$ cat src/inc/carc_pkg.sv
// shared constants and types for the address register control block
package carc_pkg;
    // register byte offsets
    localparam logic [7:0] CARC_OFF_EXEC  = 8'h00;
    localparam logic [7:0] CARC_OFF_ACC   = 8'h04;
    localparam logic [7:0] CARC_OFF_FLAGS = 8'h08;
    localparam logic [7:0] CARC_OFF_IP    = 8'h0c;
    localparam logic [7:0] CARC_OFF_RET   = 8'h10;
    localparam logic [7:0] CARC_OFF_DP    = 8'h14;
    localparam logic [7:0] CARC_OFF_DP2   = 8'h18;
    localparam logic [7:0] CARC_OFF_SPTR  = 8'h1c;
    localparam logic [7:0] CARC_OFF_SIDX  = 8'h20;
    localparam logic [7:0] CARC_OFF_SDATA = 8'h24;
    // reset values
    localparam logic [7:0]  CARC_RST_BYTE = 8'h00;
    localparam logic [15:0] CARC_RST_WORD = 16'h0000;
    localparam logic [5:0]  CARC_RST_PTR  = 6'h00;
    localparam logic [3:0]  CARC_RST_FLG  = 4'h0;
    // status flag positions
    localparam int CARC_FLG_SIGN  = 0;
    localparam int CARC_FLG_CARRY = 1;
    localparam int CARC_FLG_ZERO  = 2;
    localparam int CARC_FLG_OVF   = 3;
    // dedicated scratchpad entries
    localparam logic [5:0] CARC_SP_FLAGSAVE = 6'h09;
    localparam logic [5:0] CARC_SP_HU       = 6'h0a;
    localparam logic [5:0] CARC_SP_HL       = 6'h0b;
    localparam logic [5:0] CARC_SP_KU       = 6'h0c;
    localparam logic [5:0] CARC_SP_KL       = 6'h0d;
    localparam logic [5:0] CARC_SP_QU       = 6'h0e;
    localparam logic [5:0] CARC_SP_QL       = 6'h0f;
    // register field values in scratchpad instructions
    localparam logic [3:0] CARC_RF_DIRECT_MAX = 4'hb;
    localparam logic [3:0] CARC_RF_IND_KEEP   = 4'hc;
    localparam logic [3:0] CARC_RF_IND_INC    = 4'hd;
    localparam logic [3:0] CARC_RF_IND_DEC    = 4'he;
    // full opcodes
    localparam logic [7:0] CARC_OP_A_KU   = 8'h00;
    localparam logic [7:0] CARC_OP_A_KL   = 8'h01;
    localparam logic [7:0] CARC_OP_A_QU   = 8'h02;
    localparam logic [7:0] CARC_OP_A_QL   = 8'h03;
    localparam logic [7:0] CARC_OP_KU_A   = 8'h04;
    localparam logic [7:0] CARC_OP_KL_A   = 8'h05;
    localparam logic [7:0] CARC_OP_QU_A   = 8'h06;
    localparam logic [7:0] CARC_OP_QL_A   = 8'h07;
    localparam logic [7:0] CARC_OP_K_RET  = 8'h08;
    localparam logic [7:0] CARC_OP_RET_K  = 8'h09;
    localparam logic [7:0] CARC_OP_A_PTR  = 8'h0a;
    localparam logic [7:0] CARC_OP_PTR_A  = 8'h0b;
    localparam logic [7:0] CARC_OP_CALLK  = 8'h0c;
    localparam logic [7:0] CARC_OP_JMPQ   = 8'h0d;
    localparam logic [7:0] CARC_OP_Q_DP   = 8'h0e;
    localparam logic [7:0] CARC_OP_DP_Q   = 8'h0f;
    localparam logic [7:0] CARC_OP_DP_H   = 8'h10;
    localparam logic [7:0] CARC_OP_H_DP   = 8'h11;
    localparam logic [7:0] CARC_OP_LOADM  = 8'h16;
    localparam logic [7:0] CARC_OP_STOREM = 8'h17;
    localparam logic [7:0] CARC_OP_RETURN = 8'h1c;
    localparam logic [7:0] CARC_OP_W_J    = 8'h1d;
    localparam logic [7:0] CARC_OP_J_W    = 8'h1e;
    localparam logic [7:0] CARC_OP_LI     = 8'h20;
    localparam logic [7:0] CARC_OP_CALL   = 8'h28;
    localparam logic [7:0] CARC_OP_JUMP   = 8'h29;
    localparam logic [7:0] CARC_OP_DPIMM  = 8'h2a;
    localparam logic [7:0] CARC_OP_XDP    = 8'h2c;
    localparam logic [7:0] CARC_OP_ADDDP  = 8'h8e;
    localparam logic [7:0] CARC_OP_BR7    = 8'h8f;
    localparam logic [7:0] CARC_OP_BRA    = 8'h90;
    // upper-nibble opcode groups
    localparam logic [3:0] CARC_OG_SP_LOAD  = 4'h4;
    localparam logic [3:0] CARC_OG_SP_STORE = 4'h5;
    localparam logic [3:0] CARC_OG_PTR_HALF = 4'h6;
    localparam logic [3:0] CARC_OG_SHORT_LI = 4'h7;
    localparam logic [3:0] CARC_OG_BR_TRUE  = 4'h8;
    localparam logic [3:0] CARC_OG_BR_FALSE = 4'h9;
    // instruction word written to the exec register
    typedef struct packed {
        logic [7:0] b2;
        logic [7:0] b1;
        logic [7:0] op;
    } carc_instr_t;
endpackage

$ cat src/hw/carc_core.sv
// address register datapath with scratchpad, reached over apb
//
// The register offsets and the APB register port were left to the implementer.
`timescale 1ns/1ps
module carc_core
    import carc_pkg::*;
#(
    parameter int SP_DEPTH = 64
) (
    input  wire logic        pclk,
    input  wire logic        presetn,
    input  wire logic [7:0]  paddr,
    input  wire logic        psel,
    input  wire logic        penable,
    input  wire logic        pwrite,
    input  wire logic [31:0] pwdata,
    output logic      [31:0] prdata,
    output logic             pready,
    output logic             pslverr,
    output logic      [15:0] mem_addr,
    output logic      [7:0]  mem_wdata,
    output logic             mem_read,
    output logic             mem_write,
    input  wire logic [7:0]  mem_rdata
);
    logic [7:0]  acc_reg;
    logic [3:0]  flags_reg;
    logic [15:0] ip_reg;
    logic [15:0] ret_reg;
    logic [15:0] dp_reg;
    logic [15:0] dp2_reg;
    logic [5:0]  ptr_reg;
    logic [5:0]  sidx_reg;
    logic [7:0]  last_op_reg;
    logic [7:0]  sp_mem [SP_DEPTH];

    logic        acc_wr;
    logic        exec;
    carc_instr_t ins;
    logic [3:0]  rf;
    logic [5:0]  sp_addr;
    logic [7:0]  sp_rdata;
    logic [15:0] ip_seq1;
    logic [15:0] ip_next;
    logic [15:0] ret_next;
    logic [15:0] dp_next;
    logic [15:0] dp2_next;
    logic [5:0]  ptr_next;
    logic [7:0]  acc_next;
    logic [3:0]  flags_next;
    logic        acc_we;
    logic        flags_we;
    logic        ret_we;
    logic        dp_we;
    logic        dp2_we;
    logic        ptr_we;
    logic        wa_en;
    logic [5:0]  wa_addr;
    logic [7:0]  wa_data;
    logic        wb_en;
    logic [5:0]  wb_addr;
    logic [7:0]  wb_data;
    logic        taken;
    logic [15:0] disp;
    logic        mapped;
    logic [31:0] rd_mux;

    assign acc_wr = psel & penable & pwrite;
    assign exec   = acc_wr & (paddr == CARC_OFF_EXEC);
    assign ins    = carc_instr_t'(pwdata[23:0]);
    assign rf     = ins.op[3:0];
    assign ip_seq1 = ip_reg + 16'h0001;
    // displacement is counted from the byte after the branch opcode
    assign disp   = {{8{ins.b1[7]}}, ins.b1};

    // register field picks a direct entry or the scratch pointer
    always_comb begin
        if (rf <= CARC_RF_DIRECT_MAX) begin
            sp_addr = {2'b00, rf};
        end else begin
            sp_addr = ptr_reg;
        end
    end
    assign sp_rdata = sp_mem[sp_addr];

    // branch condition evaluation
    always_comb begin
        taken = 1'b0;
        if (ins.op == CARC_OP_BR7) begin
            taken = (ptr_reg[2:0] != 3'b111);
        end else if (ins.op == CARC_OP_BRA) begin
            taken = 1'b1;
        end else if (ins.op[7:4] == CARC_OG_BR_TRUE
                     && ins.op[3] == 1'b0) begin
            taken = |(flags_reg[2:0] & ins.op[2:0]);
        end else if (ins.op[7:4] == CARC_OG_BR_FALSE) begin
            taken = ~|(flags_reg & ins.op[3:0]);
        end
    end

    // instruction execution: next values and write enables
    always_comb begin
        ip_next    = ip_seq1;
        ret_next   = ret_reg;
        dp_next    = dp_reg;
        dp2_next   = dp2_reg;
        ptr_next   = ptr_reg;
        acc_next   = acc_reg;
        flags_next = flags_reg;
        acc_we     = 1'b0;
        flags_we   = 1'b0;
        ret_we     = 1'b0;
        dp_we      = 1'b0;
        dp2_we     = 1'b0;
        ptr_we     = 1'b0;
        wa_en      = 1'b0;
        wa_addr    = CARC_SP_KU;
        wa_data    = acc_reg;
        wb_en      = 1'b0;
        wb_addr    = CARC_SP_KL;
        wb_data    = acc_reg;
        mem_read   = 1'b0;
        mem_write  = 1'b0;
        case (ins.op)
            CARC_OP_A_KU: begin
                acc_next = sp_mem[CARC_SP_KU];
                acc_we   = 1'b1;
            end
            CARC_OP_A_KL: begin
                acc_next = sp_mem[CARC_SP_KL];
                acc_we   = 1'b1;
            end
            CARC_OP_A_QU: begin
                acc_next = sp_mem[CARC_SP_QU];
                acc_we   = 1'b1;
            end
            CARC_OP_A_QL: begin
                acc_next = sp_mem[CARC_SP_QL];
                acc_we   = 1'b1;
            end
            CARC_OP_KU_A: begin
                wa_en = 1'b1;
            end
            CARC_OP_KL_A: begin
                wa_en   = 1'b1;
                wa_addr = CARC_SP_KL;
            end
            CARC_OP_QU_A: begin
                wa_en   = 1'b1;
                wa_addr = CARC_SP_QU;
            end
            CARC_OP_QL_A: begin
                wa_en   = 1'b1;
                wa_addr = CARC_SP_QL;
            end
            CARC_OP_K_RET: begin
                wa_en   = 1'b1;
                wa_data = ret_reg[15:8];
                wb_en   = 1'b1;
                wb_data = ret_reg[7:0];
            end
            CARC_OP_RET_K: begin
                ret_next = {sp_mem[CARC_SP_KU], sp_mem[CARC_SP_KL]};
                ret_we   = 1'b1;
            end
            CARC_OP_A_PTR: begin
                acc_next = {2'b00, ptr_reg};
                acc_we   = 1'b1;
            end
            CARC_OP_PTR_A: begin
                ptr_next = acc_reg[5:0];
                ptr_we   = 1'b1;
            end
            CARC_OP_CALLK: begin
                ret_next = ip_seq1;
                ret_we   = 1'b1;
                ip_next  = {sp_mem[CARC_SP_KU], sp_mem[CARC_SP_KL]};
            end
            CARC_OP_JMPQ: begin
                ip_next = {sp_mem[CARC_SP_QU], sp_mem[CARC_SP_QL]};
            end
            CARC_OP_Q_DP: begin
                wa_en   = 1'b1;
                wa_addr = CARC_SP_QU;
                wa_data = dp_reg[15:8];
                wb_en   = 1'b1;
                wb_addr = CARC_SP_QL;
                wb_data = dp_reg[7:0];
            end
            CARC_OP_DP_Q: begin
                dp_next = {sp_mem[CARC_SP_QU], sp_mem[CARC_SP_QL]};
                dp_we   = 1'b1;
            end
            CARC_OP_DP_H: begin
                dp_next = {sp_mem[CARC_SP_HU], sp_mem[CARC_SP_HL]};
                dp_we   = 1'b1;
            end
            CARC_OP_H_DP: begin
                wa_en   = 1'b1;
                wa_addr = CARC_SP_HU;
                wa_data = dp_reg[15:8];
                wb_en   = 1'b1;
                wb_addr = CARC_SP_HL;
                wb_data = dp_reg[7:0];
            end
            CARC_OP_LOADM: begin
                mem_read = exec;
                acc_next = mem_rdata;
                acc_we   = 1'b1;
                dp_next  = dp_reg + 16'h0001;
                dp_we    = 1'b1;
            end
            CARC_OP_STOREM: begin
                mem_write = exec;
                dp_next   = dp_reg + 16'h0001;
                dp_we     = 1'b1;
            end
            CARC_OP_RETURN: begin
                ip_next = ret_reg;
            end
            CARC_OP_W_J: begin
                flags_next = sp_mem[CARC_SP_FLAGSAVE][3:0];
                flags_we   = 1'b1;
            end
            CARC_OP_J_W: begin
                wa_en   = 1'b1;
                wa_addr = CARC_SP_FLAGSAVE;
                wa_data = {4'h0, flags_reg};
            end
            CARC_OP_LI: begin
                acc_next = ins.b1;
                acc_we   = 1'b1;
                ip_next  = ip_reg + 16'h0002;
            end
            CARC_OP_CALL: begin
                ret_next = ip_reg + 16'h0003;
                ret_we   = 1'b1;
                ip_next  = {ins.b1, ins.b2};
            end
            CARC_OP_JUMP: begin
                ip_next = {ins.b1, ins.b2};
            end
            CARC_OP_DPIMM: begin
                dp_next = {ins.b1, ins.b2};
                dp_we   = 1'b1;
                ip_next = ip_reg + 16'h0003;
            end
            CARC_OP_XDP: begin
                dp_next  = dp2_reg;
                dp_we    = 1'b1;
                dp2_next = dp_reg;
                dp2_we   = 1'b1;
            end
            CARC_OP_ADDDP: begin
                dp_next = dp_reg + {{8{acc_reg[7]}}, acc_reg};
                dp_we   = 1'b1;
            end
            default: begin
                case (ins.op[7:4])
                    CARC_OG_SP_LOAD: begin
                        acc_next = sp_rdata;
                        acc_we   = (rf <= CARC_RF_IND_DEC);
                    end
                    CARC_OG_SP_STORE: begin
                        wa_en   = (rf <= CARC_RF_IND_DEC);
                        wa_addr = sp_addr;
                    end
                    CARC_OG_PTR_HALF: begin
                        ptr_we = 1'b1;
                        if (ins.op[3]) begin
                            ptr_next = {ptr_reg[5:3], ins.op[2:0]};
                        end else begin
                            ptr_next = {ins.op[2:0], ptr_reg[2:0]};
                        end
                    end
                    CARC_OG_SHORT_LI: begin
                        acc_next = {4'h0, ins.op[3:0]};
                        acc_we   = 1'b1;
                    end
                    CARC_OG_BR_TRUE, CARC_OG_BR_FALSE: begin
                        ip_next = taken ? ip_seq1 + disp
                                        : ip_reg + 16'h0002;
                    end
                    default: begin
                    end
                endcase
                // step only the pointer after an incrementing or decrementing indirect access
                if ((ins.op[7:4] == CARC_OG_SP_LOAD
                     || ins.op[7:4] == CARC_OG_SP_STORE)) begin
                    if (rf == CARC_RF_IND_INC) begin
                        ptr_next = ptr_reg + 6'h01;
                        ptr_we   = 1'b1;
                    end else if (rf == CARC_RF_IND_DEC) begin
                        ptr_next = ptr_reg - 6'h01;
                        ptr_we   = 1'b1;
                    end
                end
            end
        endcase
    end

    assign mem_addr  = dp_reg;
    assign mem_wdata = acc_reg;

    // architectural registers: exec updates, else direct apb writes
    always_ff @(posedge pclk or negedge presetn) begin
        if (!presetn) begin
            acc_reg   <= CARC_RST_BYTE;
            flags_reg <= CARC_RST_FLG;
            ptr_reg   <= CARC_RST_PTR;
            last_op_reg <= CARC_RST_BYTE;
        end else if (exec) begin
            last_op_reg <= ins.op;
            if (acc_we) acc_reg <= acc_next;
            if (flags_we) flags_reg <= flags_next;
            if (ptr_we) ptr_reg <= ptr_next;
        end else if (acc_wr) begin
            if (paddr == CARC_OFF_ACC) acc_reg <= pwdata[7:0];
            if (paddr == CARC_OFF_FLAGS) flags_reg <= pwdata[3:0];
            if (paddr == CARC_OFF_SPTR) ptr_reg <= pwdata[5:0];
        end
    end

    always_ff @(posedge pclk or negedge presetn) begin
        if (!presetn) begin
            ip_reg  <= CARC_RST_WORD;
            ret_reg <= CARC_RST_WORD;
            dp_reg  <= CARC_RST_WORD;
            dp2_reg <= CARC_RST_WORD;
        end else if (exec) begin
            ip_reg <= ip_next;
            if (ret_we) ret_reg <= ret_next;
            if (dp_we) dp_reg <= dp_next;
            if (dp2_we) dp2_reg <= dp2_next;
        end else if (acc_wr) begin
            if (paddr == CARC_OFF_IP) ip_reg <= pwdata[15:0];
            if (paddr == CARC_OFF_RET) ret_reg <= pwdata[15:0];
            if (paddr == CARC_OFF_DP) dp_reg <= pwdata[15:0];
            if (paddr == CARC_OFF_DP2) dp2_reg <= pwdata[15:0];
        end
    end

    always_ff @(posedge pclk or negedge presetn) begin
        if (!presetn) begin
            sidx_reg <= CARC_RST_PTR;
        end else if (acc_wr && paddr == CARC_OFF_SIDX) begin
            sidx_reg <= pwdata[5:0];
        end
    end

    // scratchpad entries, two instruction write ports plus apb window
    genvar gi;
    generate
        for (gi = 0; gi < SP_DEPTH; gi++) begin : g_sp
            always_ff @(posedge pclk or negedge presetn) begin
                if (!presetn) begin
                    sp_mem[gi] <= CARC_RST_BYTE;
                end else if (exec && wa_en && wa_addr == 6'(gi)) begin
                    sp_mem[gi] <= wa_data;
                end else if (exec && wb_en && wb_addr == 6'(gi)) begin
                    sp_mem[gi] <= wb_data;
                end else if (acc_wr && paddr == CARC_OFF_SDATA
                             && sidx_reg == 6'(gi)) begin
                    sp_mem[gi] <= pwdata[7:0];
                end
            end
        end
    endgenerate

    // read decode
    always_comb begin
        mapped = 1'b1;
        rd_mux = 32'h0000_0000;
        if (paddr == CARC_OFF_EXEC) begin
            rd_mux = {24'h000000, last_op_reg};
        end else if (paddr == CARC_OFF_ACC) begin
            rd_mux = {24'h000000, acc_reg};
        end else if (paddr == CARC_OFF_FLAGS) begin
            rd_mux = {28'h0000000, flags_reg};
        end else if (paddr == CARC_OFF_IP) begin
            rd_mux = {16'h0000, ip_reg};
        end else if (paddr == CARC_OFF_RET) begin
            rd_mux = {16'h0000, ret_reg};
        end else if (paddr == CARC_OFF_DP) begin
            rd_mux = {16'h0000, dp_reg};
        end else if (paddr == CARC_OFF_DP2) begin
            rd_mux = {16'h0000, dp2_reg};
        end else if (paddr == CARC_OFF_SPTR) begin
            rd_mux = {26'h0, ptr_reg};
        end else if (paddr == CARC_OFF_SIDX) begin
            rd_mux = {26'h0, sidx_reg};
        end else if (paddr == CARC_OFF_SDATA) begin
            rd_mux = {24'h000000, sp_mem[sidx_reg]};
        end else begin
            mapped = 1'b0;
        end
    end

    // read data and error captured in the setup cycle
    always_ff @(posedge pclk or negedge presetn) begin
        if (!presetn) begin
            prdata  <= 32'h0000_0000;
            pslverr <= 1'b0;
        end else if (psel && !penable) begin
            prdata  <= pwrite ? 32'h0000_0000 : rd_mux;
            pslverr <= ~mapped;
        end
    end

    assign pready = psel & penable;
endmodule

$ cat config.mk
export PLATFORM = sky130hd
export DESIGN_NAME = carc_core
export DESIGN_NICKNAME = d
export VERILOG_FILES = /design/src/inc/carc_pkg.sv /design/src/hw/carc_core.sv
export SDC_FILE = /design/constraint.sdc
export NUM_CORES = 2
export LEC_CHECK = 0
export ABC_CLOCK_PERIOD_IN_PS = 6150
export BUFFER_PORTS_ARGS = -buffer_cell sky130_fd_sc_hd__buf_2
export CORE_MARGIN = 2
export CORE_UTILIZATION = 40
export CTS_CLUSTER_SIZE = 12
export DETAILED_ROUTE_END_ITERATION = 12
export SYNTH_ARGS = -nofsm -noshare
export SYNTH_HDL_FRONTEND = slang
export SYNTH_SLANG_ARGS = --single-unit
$ cat constraint.sdc
create_clock -name pclk -period 6.15 [get_ports pclk]
set_clock_uncertainty 0.05 [all_clocks]
set_input_delay 1.23 -clock pclk [delete_from_list [all_inputs] [get_ports pclk]]
set_output_delay 1.23 -clock pclk [all_outputs]
set_load 0.03 [all_outputs]
==> out/results.txt <==
The share of cells above drive strength 1 is 16.6%, and the number of fill cells is 9,882. The register with the highest flop count is sp_mem. For the headroom to the max-slew limit, the log shows 3.24%. For this run, the number of Yosys warnings is 0. The share of synthesized area in the top cell type comes to 37.4%. The tools report the register area share after synthesis as 37.4%. The total of buffers placed on input and output ports is 88, and the number of cells on the worst hold path is 2. The tools report the detailed-routing iteration count for the pre-antenna-repair pass as 9.

The number of levels in the clock H-tree was 3; the overall track demand over capacity in global routing was 37.1%. The logs give 0.0157 mm² for the total area of sequential cells and 4.87 ns for the required time reported for the critical path endpoint. For this run, the share of the core covered by cells in the final layout is 45.3%. The period utilization was 81.5%. Ranked by instance count, the synthesized netlist is headed by sky130_fd_sc_hd__nor2_1 (727), sky130_fd_sc_hd__dfrtp_1 (625), sky130_fd_sc_hd__nand2_1 (526), sky130_fd_sc_hd__a221o_1 (509), sky130_fd_sc_hd__clkbuf_1 (234). The tools report the hold buffer count at cts as 0. The multi-input combinational cells in the finished layout cover a total of 0.0245 mm². In the synthesized netlist the dominant register cell turns out to be sky130_fd_sc_hd__dfrtp_1. Global-route wire length before repair: 292 mm. Yosys attributes the largest share of cell area to sky130_fd_sc_hd__dfrtp_1 (37%), sky130_fd_sc_hd__a221o_1 (12%), sky130_fd_sc_hd__mux4_2 (11%). The cell count after synthesis came out at 4,420. In this run the power density over the cells is 208 mW/mm². The TritonCTS sink count is 625. The logs give 40.3% for the effective utilization at floorplan and 0 for the number of maximum-capacitance violations. The clock tree root buffer cell was sky130_fd_sc_hd__clkbuf_16.

The floorplan has 118 rows. The critical path in this run is classified as primary input to output port. The clock insertion delay at the later pin of the skew report is 0.69 ns, and the die extent in y is 327 µm. The worst setup path is captured at an output port. The relative area change from synthesis to final layout was 12.4%. The class of the most critical hold timing path was flop to flop. The number of buffers created by CTS is 75. After layout, the minimum clock period comes to 5.01 ns. After detailed routing, the met2 layer carries 83.9 mm of wire. In the synthesized netlist the async set-or-reset flop fraction comes to 100%. TritonCTS built the clock tree. Each instance of the synthesized netlist takes up on average 9.46 µm².

For this block, the routed nets add up to 204 mm of wire. The highest ir drop seen on vdd came out at 0.000190 V. For this run, the top clock speed supported by timing is 199 MHz. The tools report the netlist area before placement as 0.0418 mm².

STA classifies the critical path startpoint as a primary input. For this run, design rule violations remaining after detail routing come to 0. No sink is reached through more buffers than the 3 on the longest clock path. In this run, distinct cell masters in the synthesized netlist total 101. The transition time at the pin with the least slew margin works out to 1.44 ns. The detailed router put a total of 75.9 mm of wire on met1. The register with the most flip-flops in the layout has 512 of them. In this run the post-CTS setup repair buffer count came out at 0.

113 I/O pins were placed. The overall overflow remaining after global route was 0. Setup violations remaining at the end of the flow were counted as 0.

Summed over all cells, the static leakage comes to 0.0184 µW. The worst setup margin came out at 1.14 ns. Setup repair after global routing left no endpoint under its margin. In the post-synthesis netlist, the cell with the most instances is sky130_fd_sc_hd__nor2_1. The post-layout net count is 4,521. Counting cells, the worst reg-to-reg path comes to 9.

The total half-perimeter wirelength after legalization and detailed placement is 138 mm. Data arrives at the worst endpoint at 3.73 ns. The initial antenna violation count was 8; the worst setup timing slack at the placement stage was 0.704 ns. The number of gates resized after CTS was 0. The highest net fanout along the worst path was 35.

The run gives 0 as the residual antenna-violating net count after detailed routing. Most area-hungry cell type in the Yosys netlist: sky130_fd_sc_hd__dfrtp_1. Die outline width: 327 µm. For the number of failing hold endpoints at the final stage, the log shows 0. Adding up every negative setup slack in the final design gives 0 ns. The clock transition time at the flip-flop clock pins of the worst setup and hold paths is 0.05 ns, and the DRC marker count from the first detailed-route iteration is 8,153.

Entering global routing, the biggest net connects 132 pins. The average wire length per cell after detail routing was 34.8 µm; the final RePlAce weighted congestion was 1.05. Dividing the detail-routed via count by the number of cells gives 7.37. After floorplanning, the core was sized to cover 0.104 mm². The register bit total from synthesis is 625. The via count of the first global-routing pass was 39,179. The count of final max-slew check failures is 0, and the die footprint is 0.107 mm². The flow ran to the end, and the final reports show no timing, DRC or antenna violations. The highest metal layer with signal wires was met5. The number of vias in the routed layout is 43,261.

The tools report the total length of routed met3 wires as 31.2 mm. The synthesized design contains 0 enable-type register cells.
[power breakdown]
part	leakage (µW)	switching [µW]	internal [µW]	total (µW)
clock network	0.00122	1990	2640	4630
registers	0.00868	43.8	4130	4170
logic	0.00849	729	226	956
[critical path, stage by stage]
cell and delay, ns:
sky130_fd_sc_hd__buf_4 0.30, sky130_fd_sc_hd__or4b_1 0.94, sky130_fd_sc_hd__nor4_1 0.88, sky130_fd_sc_hd__buf_2 0.34
[through the flow]
stage | instances | area, µm² | hold slack, ns | power, µW
2_1_floorplan | 4435 | 41900 | 0.388 | 4710
3_3_place_gp | 5739 | 44500 | 0.410 | 5150
3_5_place_dp | 5739 | 44500 | 0.419 | 5160
4_1_cts | 5869 | 47000 | 0.430 | 9720
5_1_grt | 5869 | 47000 | 0.455 | 9960
6_report | 5871 | 47000 | 0.428 | 9760
[cell families after synthesis]
kind of cell               Yosys count  synth area share [%]
AOI/OAI and AO/OA                 1370                  26.2
xor gates and xnor gates            59                  1.24
adders and majority gates           32                 0.994
buffers and inverters              430                  4.41
DFF                                625                  37.4
muxes                              269                  12.6
other                                1               0.00897
and+or+nand+nor                   1634                  17.1
[routing by layer]
layer	vias up	global-route usage, %
met3	701	13.2
met1	21510	49.9
met2	3796	52.3
met5	-	0
li1	17244	-
met4	10	19.2
[final timing paths]
kind	startpoint	endpoint	slack [ns]
max	pwdata[5]	mem_write	1.14
min	prdata[5]	prdata[5]	0.43
max reg2reg	sidx_reg[0]	prdata[0]	1.48
min reg2reg	prdata[5]	prdata[5]	0.43
max in group asynchronous	presetn	sp_mem[288]	4.09
min in group asynchronous	presetn	sp_mem[24]	0.56
[final cells by class]
type / count / area share (%)
antenna: 2 / 0.0107
clock buffer: 106 / 4.63
clock inverter: 24 / 0.666
inverter: 39 / 0.312
multi-input combinational: 3380 / 52.2
sequential: 625 / 33.3
tap: 1380 / 3.68
timing repair buffer: 315 / 5.16
[placed cells by master, fill, tap and decap left out, types with 55 or more instances in the layout]
master	netlist	final
sky130_fd_sc_hd__nor2_1	727	725
sky130_fd_sc_hd__buf_2	75	79
sky130_fd_sc_hd__mux2i_1	56	55
sky130_fd_sc_hd__dfrtp_1	625	621
sky130_fd_sc_hd__mux4_2	206	206
sky130_fd_sc_hd__nand2_1	526	526
sky130_fd_sc_hd__buf_4	25	215
sky130_fd_sc_hd__a21oi_1	206	205
sky130_fd_sc_hd__nand3_1	112	110
sky130_fd_sc_hd__clkbuf_16	0	76
sky130_fd_sc_hd__a31oi_1	79	79
sky130_fd_sc_hd__o221ai_1	68	68
sky130_fd_sc_hd__o21ai_0	157	157
sky130_fd_sc_hd__a221o_1	509	509
Note: power is estimated with default switching activity, not from simulation.
